### src/shared/tcfc_consts.svh
// Purpose: register indices, field positions and reset values of the timer block
// Assumes: byte address on the bus is four times the register index
// Notes: definitions only
`ifndef TCFC_CONSTS_SVH
`define TCFC_CONSTS_SVH

`define TCFC_IDX_DIR 6'h00
`define TCFC_IDX_FORCE 6'h01
`define TCFC_IDX_OMASK 6'h02
`define TCFC_IDX_ODATA 6'h03
`define TCFC_IDX_CNT_HI 6'h04
`define TCFC_IDX_CNT_LO 6'h05
`define TCFC_IDX_SYSCTL 6'h06
`define TCFC_IDX_CHFLAG 6'h0e
`define TCFC_IDX_WRAPFLAG 6'h0f
`define TCFC_IDX_CMP_FIRST 6'h10
`define TCFC_IDX_CMP_LAST 6'h1f
`define TCFC_IDX_ACC_FLAG 6'h21
`define TCFC_IDX_ACC_HI 6'h22
`define TCFC_IDX_ACC_LO 6'h23
`define TCFC_IDX_IMASK 6'h30
`define TCFC_IDX_ISTAT 6'h31
`define TCFC_IDX_CONNECT 6'h32

`define TCFC_SYS_RUN_BIT 7
`define TCFC_SYS_WAIT_BIT 6
`define TCFC_SYS_FRZ_BIT 5
`define TCFC_SYS_FAST_BIT 4
`define TCFC_WRAP_BIT 7
`define TCFC_ACC_OVF_BIT 1
`define TCFC_ACC_EDGE_BIT 0

`define TCFC_RST_BYTE 8'h00
`define TCFC_RST_WORD 16'h0000
`define TCFC_CNT_MAX 16'hffff
`define TCFC_DIV64_LAST 6'h3f
`define TCFC_PRESCALE_DEF 8'h01

`endif

### src/shared/tcfc_pkg.sv
// Purpose: types of the timer compare, force and control block
// Assumes: constants come from tcfc_consts.svh
// Notes: the whole block state is one packed struct
package tcfc_pkg;

  typedef struct packed {
    logic ack;
    logic [7:0] rdata;
    logic [7:0] dir;
    logic [7:0] omask;
    logic [7:0] odata;
    logic [7:0] connect;
    logic [8:0] imask;
    logic run;
    logic stop_wait;
    logic stop_frz;
    logic fast_clr;
    logic [15:0] cnt;
    logic [7:0] div;
    logic [5:0] pre64;
    logic [7:0] chflag;
    logic wrap;
    logic [7:0][15:0] cmp;
    logic [7:0] cap_prev;
    logic [15:0] acc_cnt;
    logic acc_prev;
    logic acc_ovf;
    logic acc_edge;
    logic acc_tick;
    logic [7:0] port;
    logic [7:0] oe;
    logic irq;
  } tcfc_state_type;

endpackage : tcfc_pkg

### src/design/tcfc_timer.sv
// Purpose: compare force, channel 7 override, free-running count and system control
// Assumes: classic Wishbone slave, one register per 32-bit word, data in bits 7:0
// Notes: compare action is a toggle on channels whose connect bit is set
//
// Contract
// - force bit write performs channel compare action at once, flag untouched
// - force register always reads as zero
// - channel 7 override beats simultaneous channel 0..6 compare actions
// - force coinciding with real match applies action and leaves flag clear
// - override mask bit on output compare channel makes its pin an output
// - channel 7 event copies masked override data bits to port data
// - main counter is sixteen bits and counts only upward
// - counter writes ignored unless test mode is one
// - first count after counter write may be short, never longer than a full prescale period
// - run enable zero halts main timer including counter; accumulator input edges still count
// - no divide-by-64 tick to accumulator while timer inactive
// - stop-in-wait halts timer and accumulator during wait mode
// - stop-in-freeze halts counter in freeze; accumulator keeps running
// - fast clear: capture read or compare write clears channel flag
// - fast clear: any counter byte access clears counter wrap flag
// - fast clear: accumulator count access clears both accumulator flags
// - direction bit one means output compare, zero input capture
`timescale 1ns/100ps
`include "tcfc_consts.svh"

module tcfc_timer
  import tcfc_pkg::*;
#(
  parameter logic [7:0] PRESCALE_DIV = `TCFC_PRESCALE_DEF
) (
  input wire logic clock,
  input wire logic rst_b,
  input wire logic wb_cyc_i,
  input wire logic wb_stb_i,
  input wire logic wb_we_i,
  input wire logic [7:0] wb_adr_i,
  input wire logic [3:0] wb_sel_i,
  input wire logic [31:0] wb_dat_i,
  output logic [31:0] wb_dat_o,
  output logic wb_ack_o,
  input wire logic test_mode,
  input wire logic wait_mode,
  input wire logic freeze_mode,
  input wire logic [7:0] capture_in,
  input wire logic accum_in,
  output logic [7:0] port_out,
  output logic [7:0] port_oe,
  output logic accum_div64_tick,
  output logic irq
);

  tcfc_state_type s_q;
  tcfc_state_type s_d;

  function automatic logic tcfc_hit(input logic [5:0] idx, input logic [5:0] reg_idx);
    tcfc_hit = (idx == reg_idx);
  endfunction : tcfc_hit

  logic access;
  logic wr;
  logic rd;
  logic [5:0] idx;
  logic cmp_range;
  logic [2:0] cmp_ch;
  logic active;
  logic cnt_active;
  logic acc_active;
  logic cnt_tick;
  logic [7:0] force_pulse;
  logic [7:0] match;
  logic [7:0] ev;
  logic [7:0] cap_edge;
  logic [7:0] ch_set;
  logic [7:0] ch_clr;
  logic wrap_set;
  logic wrap_clr;
  logic acc_ovf_set;
  logic acc_edge_set;
  logic acc_clr_ovf;
  logic acc_clr_edge;
  logic cnt_access;
  logic acc_access;

  always_comb begin
    s_d = s_q;
    access = wb_cyc_i & wb_stb_i & ~s_q.ack;
    wr = access & wb_we_i & wb_sel_i[0];
    rd = access & ~wb_we_i;
    idx = wb_adr_i[7:2];
    cmp_range = (idx >= `TCFC_IDX_CMP_FIRST) && (idx <= `TCFC_IDX_CMP_LAST);
    cmp_ch = idx[3:1];
    s_d.ack = access;

    // activity gating of timer, counter and accumulator
    active = s_q.run & ~(s_q.stop_wait & wait_mode);
    cnt_active = active & ~(s_q.stop_frz & freeze_mode);
    acc_active = ~(s_q.stop_wait & wait_mode);

    // prescaler; a counter write does not realign it
    cnt_tick = 1'b0;
    if (cnt_active) begin
      if (s_q.div >= PRESCALE_DIV - 8'h01) begin
        s_d.div = 8'h00;
        cnt_tick = 1'b1;
      end else begin
        s_d.div = s_q.div + 8'h01;
      end
    end
    s_d.acc_tick = 1'b0;
    if (active) begin
      s_d.pre64 = s_q.pre64 + 6'h01;
      s_d.acc_tick = (s_q.pre64 == `TCFC_DIV64_LAST);
    end

    force_pulse = 8'h00;
    if (wr && tcfc_hit(idx, `TCFC_IDX_FORCE)) begin
      force_pulse = wb_dat_i[7:0] & s_q.dir;
    end
    for (int i = 0; i < 8; i++) begin
      match[i] = cnt_tick & s_q.dir[i] & (s_q.cnt == s_q.cmp[i]);
      cap_edge[i] = ~s_q.dir[i] & active & capture_in[i] & ~s_q.cap_prev[i];
    end
    ev = force_pulse | match;
    ch_set = (match & ~force_pulse) | cap_edge;

    // compare output actions, channel 7 override first
    for (int i = 0; i < 8; i++) begin
      if (ev[7] && s_q.omask[i]) begin
        s_d.port[i] = s_q.odata[i];
      end else if (ev[i] && s_q.connect[i]) begin
        s_d.port[i] = ~s_q.port[i];
      end
      s_d.oe[i] = s_q.dir[i] & (s_q.omask[i] | s_q.connect[i]);
    end
    s_d.cap_prev = capture_in;

    // capture latches the count
    for (int i = 0; i < 8; i++) begin
      if (cap_edge[i]) begin
        s_d.cmp[i] = s_q.cnt;
      end
    end

    // free-running count
    wrap_set = 1'b0;
    if (cnt_tick) begin
      s_d.cnt = s_q.cnt + 16'h0001;
      wrap_set = (s_q.cnt == `TCFC_CNT_MAX);
    end
    if (wr && test_mode && tcfc_hit(idx, `TCFC_IDX_CNT_HI)) begin
      s_d.cnt[15:8] = wb_dat_i[7:0];
    end
    if (wr && test_mode && tcfc_hit(idx, `TCFC_IDX_CNT_LO)) begin
      s_d.cnt[7:0] = wb_dat_i[7:0];
    end

    // pulse accumulator counts rising edges of its input
    acc_edge_set = acc_active & accum_in & ~s_q.acc_prev;
    acc_ovf_set = 1'b0;
    s_d.acc_prev = accum_in;
    if (acc_edge_set) begin
      s_d.acc_cnt = s_q.acc_cnt + 16'h0001;
      acc_ovf_set = (s_q.acc_cnt == `TCFC_CNT_MAX);
    end
    if (wr && tcfc_hit(idx, `TCFC_IDX_ACC_HI)) begin
      s_d.acc_cnt[15:8] = wb_dat_i[7:0];
    end
    if (wr && tcfc_hit(idx, `TCFC_IDX_ACC_LO)) begin
      s_d.acc_cnt[7:0] = wb_dat_i[7:0];
    end

    // control and data registers
    if (wr) begin
      case (idx)
        `TCFC_IDX_DIR: s_d.dir = wb_dat_i[7:0];
        `TCFC_IDX_OMASK: s_d.omask = wb_dat_i[7:0];
        `TCFC_IDX_ODATA: s_d.odata = wb_dat_i[7:0];
        `TCFC_IDX_CONNECT: s_d.connect = wb_dat_i[7:0];
        `TCFC_IDX_IMASK: s_d.imask = wb_dat_i[8:0];
        `TCFC_IDX_SYSCTL: begin
          s_d.run = wb_dat_i[`TCFC_SYS_RUN_BIT];
          s_d.stop_wait = wb_dat_i[`TCFC_SYS_WAIT_BIT];
          s_d.stop_frz = wb_dat_i[`TCFC_SYS_FRZ_BIT];
          s_d.fast_clr = wb_dat_i[`TCFC_SYS_FAST_BIT];
        end
        default: begin
        end
      endcase
    end
    // compare values take writes only while the channel is an output compare
    if (wr && cmp_range && s_q.dir[cmp_ch]) begin
      if (idx[0]) begin
        s_d.cmp[cmp_ch][7:0] = wb_dat_i[7:0];
      end else begin
        s_d.cmp[cmp_ch][15:8] = wb_dat_i[7:0];
      end
    end

    // flag clearing: write one, or fast clear on access
    ch_clr = 8'h00;
    wrap_clr = 1'b0;
    acc_clr_ovf = 1'b0;
    acc_clr_edge = 1'b0;
    if (wr && tcfc_hit(idx, `TCFC_IDX_CHFLAG)) begin
      ch_clr = wb_dat_i[7:0];
    end
    if (wr && tcfc_hit(idx, `TCFC_IDX_WRAPFLAG)) begin
      wrap_clr = wb_dat_i[`TCFC_WRAP_BIT];
    end
    if (wr && tcfc_hit(idx, `TCFC_IDX_ISTAT)) begin
      ch_clr = ch_clr | wb_dat_i[7:0];
      wrap_clr = wrap_clr | wb_dat_i[8];
    end
    if (wr && tcfc_hit(idx, `TCFC_IDX_ACC_FLAG)) begin
      acc_clr_ovf = wb_dat_i[`TCFC_ACC_OVF_BIT];
      acc_clr_edge = wb_dat_i[`TCFC_ACC_EDGE_BIT];
    end
    cnt_access = access & (tcfc_hit(idx, `TCFC_IDX_CNT_HI) | tcfc_hit(idx, `TCFC_IDX_CNT_LO));
    acc_access = access & (tcfc_hit(idx, `TCFC_IDX_ACC_HI) | tcfc_hit(idx, `TCFC_IDX_ACC_LO));
    if (s_q.fast_clr) begin
      if (rd && cmp_range && !s_q.dir[cmp_ch]) begin
        ch_clr[cmp_ch] = 1'b1;
      end
      if (wr && cmp_range && s_q.dir[cmp_ch]) begin
        ch_clr[cmp_ch] = 1'b1;
      end
      if (cnt_access) begin
        wrap_clr = 1'b1;
      end
      if (acc_access) begin
        acc_clr_ovf = 1'b1;
        acc_clr_edge = 1'b1;
      end
    end
    // a set in the same cycle as a clear wins
    s_d.chflag = (s_q.chflag & ~ch_clr) | ch_set;
    s_d.wrap = (s_q.wrap & ~wrap_clr) | wrap_set;
    s_d.acc_ovf = (s_q.acc_ovf & ~acc_clr_ovf) | acc_ovf_set;
    s_d.acc_edge = (s_q.acc_edge & ~acc_clr_edge) | acc_edge_set;
    s_d.irq = |({s_d.wrap, s_d.chflag} & s_d.imask);

    // read data
    s_d.rdata = 8'h00;
    if (rd) begin
      case (idx)
        `TCFC_IDX_DIR: s_d.rdata = s_q.dir;
        `TCFC_IDX_FORCE: s_d.rdata = `TCFC_RST_BYTE;
        `TCFC_IDX_OMASK: s_d.rdata = s_q.omask;
        `TCFC_IDX_ODATA: s_d.rdata = s_q.odata;
        `TCFC_IDX_CNT_HI: s_d.rdata = s_q.cnt[15:8];
        `TCFC_IDX_CNT_LO: s_d.rdata = s_q.cnt[7:0];
        `TCFC_IDX_SYSCTL: s_d.rdata = {s_q.run, s_q.stop_wait, s_q.stop_frz, s_q.fast_clr, 4'h0};
        `TCFC_IDX_CHFLAG: s_d.rdata = s_q.chflag;
        `TCFC_IDX_WRAPFLAG: s_d.rdata = {s_q.wrap, 7'h00};
        `TCFC_IDX_ACC_FLAG: s_d.rdata = {6'h00, s_q.acc_ovf, s_q.acc_edge};
        `TCFC_IDX_ACC_HI: s_d.rdata = s_q.acc_cnt[15:8];
        `TCFC_IDX_ACC_LO: s_d.rdata = s_q.acc_cnt[7:0];
        `TCFC_IDX_IMASK: s_d.rdata = s_q.imask[7:0];
        `TCFC_IDX_ISTAT: s_d.rdata = s_q.chflag;
        `TCFC_IDX_CONNECT: s_d.rdata = s_q.connect;
        default: begin
          if (cmp_range) begin
            s_d.rdata = idx[0] ? s_q.cmp[cmp_ch][7:0] : s_q.cmp[cmp_ch][15:8];
          end
        end
      endcase
    end
  end

  always_ff @(posedge clock or negedge rst_b) begin
    if (!rst_b) begin
      s_q <= '0;
    end else begin
      s_q <= s_d;
    end
  end

  // bit 8 of mask and status is write-only and reads as zero
  assign wb_dat_o = {24'h000000, s_q.rdata};
  assign wb_ack_o = s_q.ack;
  assign port_out = s_q.port;
  assign port_oe = s_q.oe;
  assign accum_div64_tick = s_q.acc_tick;
  assign irq = s_q.irq;

endmodule : tcfc_timer

### config.mk
export PLATFORM = sky130hd
export DESIGN_NAME = tcfc_timer
export DESIGN_NICKNAME = d
export VERILOG_FILES = /design/src/shared/tcfc_pkg.sv /design/src/design/tcfc_timer.sv
export VERILOG_INCLUDE_DIRS = /design/src /design/src/shared
export SDC_FILE = /design/constraint.sdc
export NUM_CORES = 1
export LEC_CHECK = 0
export BUFFER_PORTS_ARGS = -buffer_cell sky130_fd_sc_hd__buf_2
export CAP_MARGIN = 10
export CORE_AREA = 10 10 131 223
export DETAILED_ROUTE_END_ITERATION = 16
export DIE_AREA = 0 0 141 233
export HOLD_SLACK_MARGIN = 0.15
export PLACE_DENSITY = 0.78
export SETUP_SLACK_MARGIN = 0.4
export SLEW_MARGIN = 20
export SYNTH_ARGS = -nofsm -noshare
export SYNTH_HDL_FRONTEND = slang
export SYNTH_SLANG_ARGS = --single-unit
export TNS_END_PERCENT = 100
### constraint.sdc
create_clock -name clock -period 2.95 [get_ports clock]
set_clock_uncertainty 0.1 [all_clocks]
set_input_delay 0.295 -clock clock [delete_from_list [all_inputs] [get_ports clock]]
set_output_delay 0.295 -clock clock [all_outputs]
set_load 0.005 [all_outputs]
==> results of run 1 <==
## per-stage QoR
| step | utilization | instance area, sq um | power [W] | instances | hold WS, ns |
|---|---|---|---|---|---|
| 5_1_grt | 0.695 | 17500 | 0.00881 | 2069 | 0.163 |
| 3_3_place_gp | 0.647 | 16300 | 0.00496 | 1998 | 0.219 |
| 6_report | 0.695 | 17500 | 0.00860 | 2070 | 0.180 |
| 4_1_cts | 0.691 | 17500 | 0.00853 | 2064 | 0.163 |
| 2_1_floorplan | - | 15300 | 0.00447 | 1663 | -0.101 |
| 3_5_place_dp | 0.647 | 16300 | 0.00499 | 1998 | 0.220 |
## logic make-up (layout without fill, tap and decap cells)
group	after synthesis	count (layout)	share of synthesized area
buffers and inverters	186	276	0.0582
xor gates and xnor gates	170	170	0.0976
other	1	25	0.000246
AOI/OAI and AO/OA	342	342	0.137
muxes	192	192	0.135
and+or+nand+nor	488	488	0.146
DFF	258	258	0.423
adders and majority gates	3	3	0.00246
## per-layer routing
metal,up-vias,GRT usage
met5,-,0
li1,5898,-
met4,0,0.330
met3,344,0.0808
met2,983,0.603
met1,6755,0.399
## power by group through the flow
stage / clock network (W) / logic [W] / registers (W)
after floorplan: 0 / 0.000625 / 0.00385
after global placement: 0 / 0.00106 / 0.00390
after detailed placement: 0 / 0.00108 / 0.00391
after CTS: 0.00358 / 0.00111 / 0.00385
after global routing: 0.00372 / 0.00122 / 0.00387
final: 0.00357 / 0.00116 / 0.00386
## sequential cells by signal, summed over array words and instances, names as in the netlist
signal            count
port_out              8
wb_ack_o              1
wb_dat_o              8
port_oe               8
accum_div64_tick      1
irq                   1
s_q                 231
## synthesized netlist by cell type, types with 4 or more instances
cell,number
mux2_2,52
a222oi_1,8
nand3_1,55
nor4_1,6
xnor2_1,128
nor2_1,155
a21oi_1,118
buf_2,5
and4_1,7
xor2_1,42
and3_1,13
nor3_1,17
a31oi_1,7
clkbuf_1,111
a21boi_0,8
nand4_1,49
a221oi_1,14
nor2b_1,4
dfrtp_1,258
o21ai_0,106
and2_1,10
nand2_1,156
mux2i_1,133
inv_1,4
buf_1,14
o211ai_1,22
mux4_2,5
o21a_1,8
buf_4,49
a22o_1,9
a22oi_1,27
## area by class of cell
| cell class | count | area [sq um] |
|---|---|---|
| Antenna cell | 1 | 2.50 |
| Clock buffer | 35 | 753 |
| Clock inverter | 10 | 155 |
| Fill cell | 2007 | 7690 |
| Inverter | 7 | 26.3 |
| Multi-Input combinational cell | 1219 | 8070 |
| Sequential cell | 258 | 6460 |
| Tap cell | 316 | 395 |
| Timing Repair Buffer | 224 | 1690 |
## worst min-delay path: stages
cell and delay (ns):
buf_2 0.09, and3b_1 0.21, buf_4 0.18
## final timing paths
check                                          start                    to  slack, ns  depth (start not counted)
worst max-delay path            s_q[252]$_DFFE_PN0P_         irq$_DFF_PN0_       0.18                          8
worst min-delay path                        wb_stb_i    wb_ack_o$_DFF_PN0_       0.18                          3
worst max register to register  s_q[252]$_DFFE_PN0P_         irq$_DFF_PN0_       0.18                          8
worst min register to register  s_q[187]$_DFFE_PN0P_  s_q[187]$_DFFE_PN0P_       0.39                          1
max in group asynchronous                      rst_b  s_q[248]$_DFFE_PN0P_       1.78                          3
min in group asynchronous                      rst_b    s_q[128]$_DFF_PN0_       0.20                          2
## what timing repair did
item / CTS / global route
hold buffers: 17 / 0
endpoints found under the setup margin: 7 / 68
pin swaps: 2 / 3
cloned: 0 / 0
endpoints found under the hold margin: 296 / 0
buffers inserted: 4 / 5
gates resized for setup: 5 / 16
==> impl_metrics.yaml, run 1 <==
run_status:
  status: "finished, final reports clean"
drt:
  routed_wl_mm: 61.7
  dr_total_vias: 14000
  wl_met3_mm: 5.45
  vias_per_cell: 6.75
  wl_met1_mm: 20.6
  wire_per_inst_microns: 29.8
  drtIter0Drc: 1528
  wl_met2_mm: 29.1
  drc_errors: 0
  top_layer: "met4"
  drt_first_pass_iters: 7
  ant_nets: 0
yosys:
  synthCells: 1640
  synth_warnings: 0
  ys_ff_latch: 258
  ys_types: 56
  synth-seq-area-share: 0.423
  synth_ff_type: "dfrtp_1"
  netlist.area_leader.share: 0.423
  synth_edf_count: 0
  yosysTopAreaCell: "dfrtp_1"
  synth_area_leaders: "dfrtp_1 42%, mux2i_1 8.7%, xnor2_1 7.4%, a21oi_1 3.9%, mux2_2 3.8%"
  async_reset_ff_frac: 1.00
  syn_area_per_cell_sq_um: 9.30
  syn_area_sq_um: 15300
clock_tree:
  clock_path_buffers: 3
  cts.htree.levels: 1
  cts-root-buf: "clkbuf_16"
  clock-sinks: 258
  numCtsBuffers: 25
  worstSkewPairLatency_ns: 0.57
  cts_tree: "built"
  clk_pin_slew_ns: 0.07
sta:
  fin_crit_ns: 2.77
  finalSetupTns_ns: 0
  rsz0062_at_grt: "true"
  finalCritPeriodShare: 0.938
  slew_headroom: 0.339
  max_freq_ghz: 0.362
  setup_ws_ns: 0.184
  hold_viol_final: 0
  worstMarginPinSlew_ns: 0.991
  setup_violations: 0
  maxSlewViolCount: 0
setup_path:
  cp-start-kind: "flop"
  slowest_stage: "mux4_2"
  cp_top_family: "multiplexers"
  crit_type: "reg2reg"
  cp-end-kind: "flop"
  crit_chain: "mux4_2 > mux2_4 > mux2_4 > o311ai_0 > o211ai_1 > buf_4 > a22oi_1 > nand4_1"
  crit_buf_inv: 1
  cpPeakStageDelay_ns: 0.49
  arrival_ns: 3.07
  crit_top_cell: "mux2_4"
  worstPathMaxFanout: 5
  critPathRequiredTime_ns: 3.26
place:
  routabilityCongestion: 1.08
  pre_cts_slack_ns: 0.0647
  place_hpwl_mm: 43.3
  io_buffers: 59
global_route:
  antenna_found_initial: 1
  overflow: 0
  grt_max_degree: 68
  grt_use_total: 0.371
  grt_pass1_wl_mm: 90.6
  grt_pass1_vias: 14000
finish:
  nets: 1799
  layout_common_cells: "256 x dfrtp_1, 155 x nand2_1, 153 x nor2_1"
  syn_to_final_growth_pct: 15.1
  drive_gt1_frac: 0.191
  layout_commonest_cell: "dfrtp_1"
power_and_ir_drop:
  switching_share: 0.284
  p_switching_w: 0.00244
  seq_power_share: 0.449
  p_comb_frac: 0.135
  power_frac_clock: 0.416
  ir_drop_mv: 0.511
  p_per_area_nw_per_um2: 490
  p_int_w: 0.00615
  leakagePower_nw: 8.42
die:
  die_area_sq_um: 32900
  initial_utilization: 0.604
  die_h_microns: 233
  rows: 77
  die_w_microns: 141
  core_area_sq_um: 25200
  ioPinCount: 112
hold_path:
  hold_class: "in2reg"
run:
  maxCapViolCount: 0
No activity file was read; power rests on OpenSTA's default activity.
==> run 2, diff against run 1 <==
--- a/config.mk
+++ b/config.mk
@@ -8,9 +8,9 @@
 export LEC_CHECK = 0
 export BUFFER_PORTS_ARGS = -buffer_cell sky130_fd_sc_hd__buf_2
 export CAP_MARGIN = 10
-export CORE_AREA = 10 10 131 223
+export CORE_AREA = 5 5 126 218
 export DETAILED_ROUTE_END_ITERATION = 16
-export DIE_AREA = 0 0 141 233
+export DIE_AREA = 0 0 131 223
 export HOLD_SLACK_MARGIN = 0.15
 export PLACE_DENSITY = 0.78
 export SETUP_SLACK_MARGIN = 0.4
==> run 2 against run 1 <==
Sequential power hardly changed. Wire length is 1.9% lower. Utilization is 0.98 points lower. Sequential cell count stayed put. Highest routed layer unchanged. Combinational power is 4% lower. Fmax is 1.4% lower. Critical path depth stayed put. Worst setup slack worse by 0.039 ns. Register-to-register slack worse by 0.04 ns. First-iteration DRC count is 2.9% higher. Design area is 0.14% lower.
==> impl_metrics.yaml, run 2 (same netlist as run 1, synthesis figures left out) <==
run_status:
  status: "finished, final reports clean"
drt:
  drt_first_pass_iters: 6
  ant_nets: 0
  vias_per_cell: 6.63
  wire_per_inst_microns: 29.2
  drtIter0Drc: 1573
  drc_errors: 0
  routed_wl_mm: 60.5
  dr_total_vias: 13700
finish:
  syn_to_final_growth_pct: 14.9
  drive_gt1_frac: 0.193
  fin_cells: 2073
  diodes: 0
  final_cell_area_sq_um: 17500
  nFillCells: 2077
  layout_commonest_cell: "dfrtp_1"
  layout_common_cells: "251 x dfrtp_1, 155 x nand2_1, 153 x nor2_1"
  nets: 1799
  largest-register: "s_q"
  largest_reg_flops: 231
die:
  die_area_sq_um: 29200
  ioPinCount: 112
  die_w_microns: 131
  rows: 78
  die_h_microns: 223
  core_area_sq_um: 25600
  initial_utilization: 0.596
sta:
  finalCritPeriodShare: 0.951
  worstMarginPinSlew_ns: 0.827
  rsz0062_at_grt: "true"
  max_freq_ghz: 0.357
  setup_violations: 0
  finalSetupTns_ns: 0
  maxSlewViolCount: 0
  setup_ws_ns: 0.145
  slew_headroom: 0.448
  hold_viol_final: 0
  fin_crit_ns: 2.80
global_route:
  antenna_found_initial: 0
  grt_pass1_wl_mm: 88.9
  grt_max_degree: 91
  grt_use_total: 0.416
  grt_pass1_vias: 13800
  overflow: 0
clock_tree:
  cts.htree.levels: 1
  clock-sinks: 258
  worstSkewPairLatency_ns: 0.55
  cts_tree: "built"
  cts-root-buf: "clkbuf_16"
  clk_pin_slew_ns: 0.07
  clock_path_buffers: 3
  numCtsBuffers: 25
power_and_ir_drop:
  p_switching_w: 0.00235
  leakagePower_nw: 8.41
  seq_power_share: 0.456
  ir_drop_mv: 0.540
  power_frac_clock: 0.413
  power_w: 0.00851
  switching_share: 0.277
  p_per_area_nw_per_um2: 486
  p_int_w: 0.00616
  p_comb_frac: 0.131
place:
  pre_cts_slack_ns: 0.0713
  routabilityCongestion: 1.04
  dp_cells: 2011
  placed_area_sq_um: 16400
  io_buffers: 59
  place_hpwl_mm: 43.3
setup_path:
  worstPathMaxFanout: 6
  cp-end-kind: "flop"
  regToRegEndpoint: "irq$_DFF_PN0_"
  worstRegToRegCells: 8
  rrSetupSlack_ns: 0.15
  crit_type: "reg2reg"
  rr_startpoint: "s_q[254]$_DFFE_PN0P_"
  cp-start-kind: "flop"
  critPathRequiredTime_ns: 3.27
  arrival_ns: 3.12
run:
  maxCapViolCount: 0
hold_path:
  whs_endpoint: "s_q[88]$_DFF_PN0_"
  hold_class: "in2reg"
  hp-start: "wb_dat_i[3]"
  hold_depth: 3
## run 2: cell count changes in the layout (fill, tap and decap cells not counted), sizes merged
cell | before | now
dlygate4sd3 | 17 | 16
bufinv | 3 | 4
clkinv | 5 | 8
buf | 207 | 208
clkbuf | 35 | 32
clkinvlp | 3 | 2
diode | 1 | 0
## run 2: worst max-delay path by stage
stage / startpoint / endpoint / slack [ns] / cells after the start
2_1_floorplan: wb_adr_i[3] / irq$_DFF_PN0_ / 0.42 / 9
3_3_place_gp: wb_adr_i[4] / irq$_DFF_PN0_ / 0.11 / 9
3_5_place_dp: wb_adr_i[4] / irq$_DFF_PN0_ / 0.07 / 9
4_1_cts: s_q[252]$_DFFE_PN0P_ / irq$_DFF_PN0_ / 0.15 / 8
5_1_grt: s_q[250]$_DFFE_PN0P_ / irq$_DFF_PN0_ / 0.1 / 8
6_report: s_q[254]$_DFFE_PN0P_ / irq$_DFF_PN0_ / 0.15 / 8
## run 2: power groups by stage
stage                     Combinational (W)  Clock (W)  Sequential, W
after floorplan                    0.000625          0        0.00385
after global placement              0.00102          0        0.00392
after detailed placement            0.00104          0        0.00393
after CTS                           0.00108    0.00354        0.00386
after global routing                0.00118    0.00368        0.00389
final                               0.00111    0.00352        0.00388
## run 2: metrics by stage
step,hold WS (ns),util
final,0.171,0.685
after global placement,0.270,0.641
after detailed placement,0.272,0.641
after floorplan,-0.101,-
after CTS,0.163,0.684
after global routing,0.178,0.685
## run 2: repair_timing
action | CTS | global route
endpoints found under the setup margin | 28 | 15
hold buffers | 16 | 0
endpoints found under the hold margin | 116 | 0
gates resized for setup | 12 | 14
buffers inserted | 1 | 0
pin swaps | 2 | 0
## run 2: layout make-up
class                           count  area [sq um]  area share
Clock buffer                       32           712      0.0406
Clock inverter                     13           181      0.0104
Inverter                            7          26.3     0.00150
Multi-Input combinational cell   1219          8060       0.460
Sequential cell                   258          6460       0.369
Tap cell                          320           400      0.0228
Timing Repair Buffer              224          1680      0.0956
## run 2: worst max-delay path, stage by stage, from the launching register on
cell and delay [ns]:
dfrtp_1 0.40, mux4_2 0.46, mux2_4 0.30, mux2_4 0.38, o311ai_4 0.23, o211ai_2 0.17
a222oi_1 0.36, buf_4 0.19, nand4_1 0.08
## run 2: layer usage
layer / GRT usage / routed length [microns] / share of wire / vias up
met5: 0 / 0 / 0 / -
li1: - / - / - / 5888
met1: 0.470 / 19800 / 0.33 / 6595
met4: 0.342 / 6650 / 0.11 / 0
met3: 0.0750 / 5270 / 0.087 / 331
met2: 0.667 / 28800 / 0.48 / 930
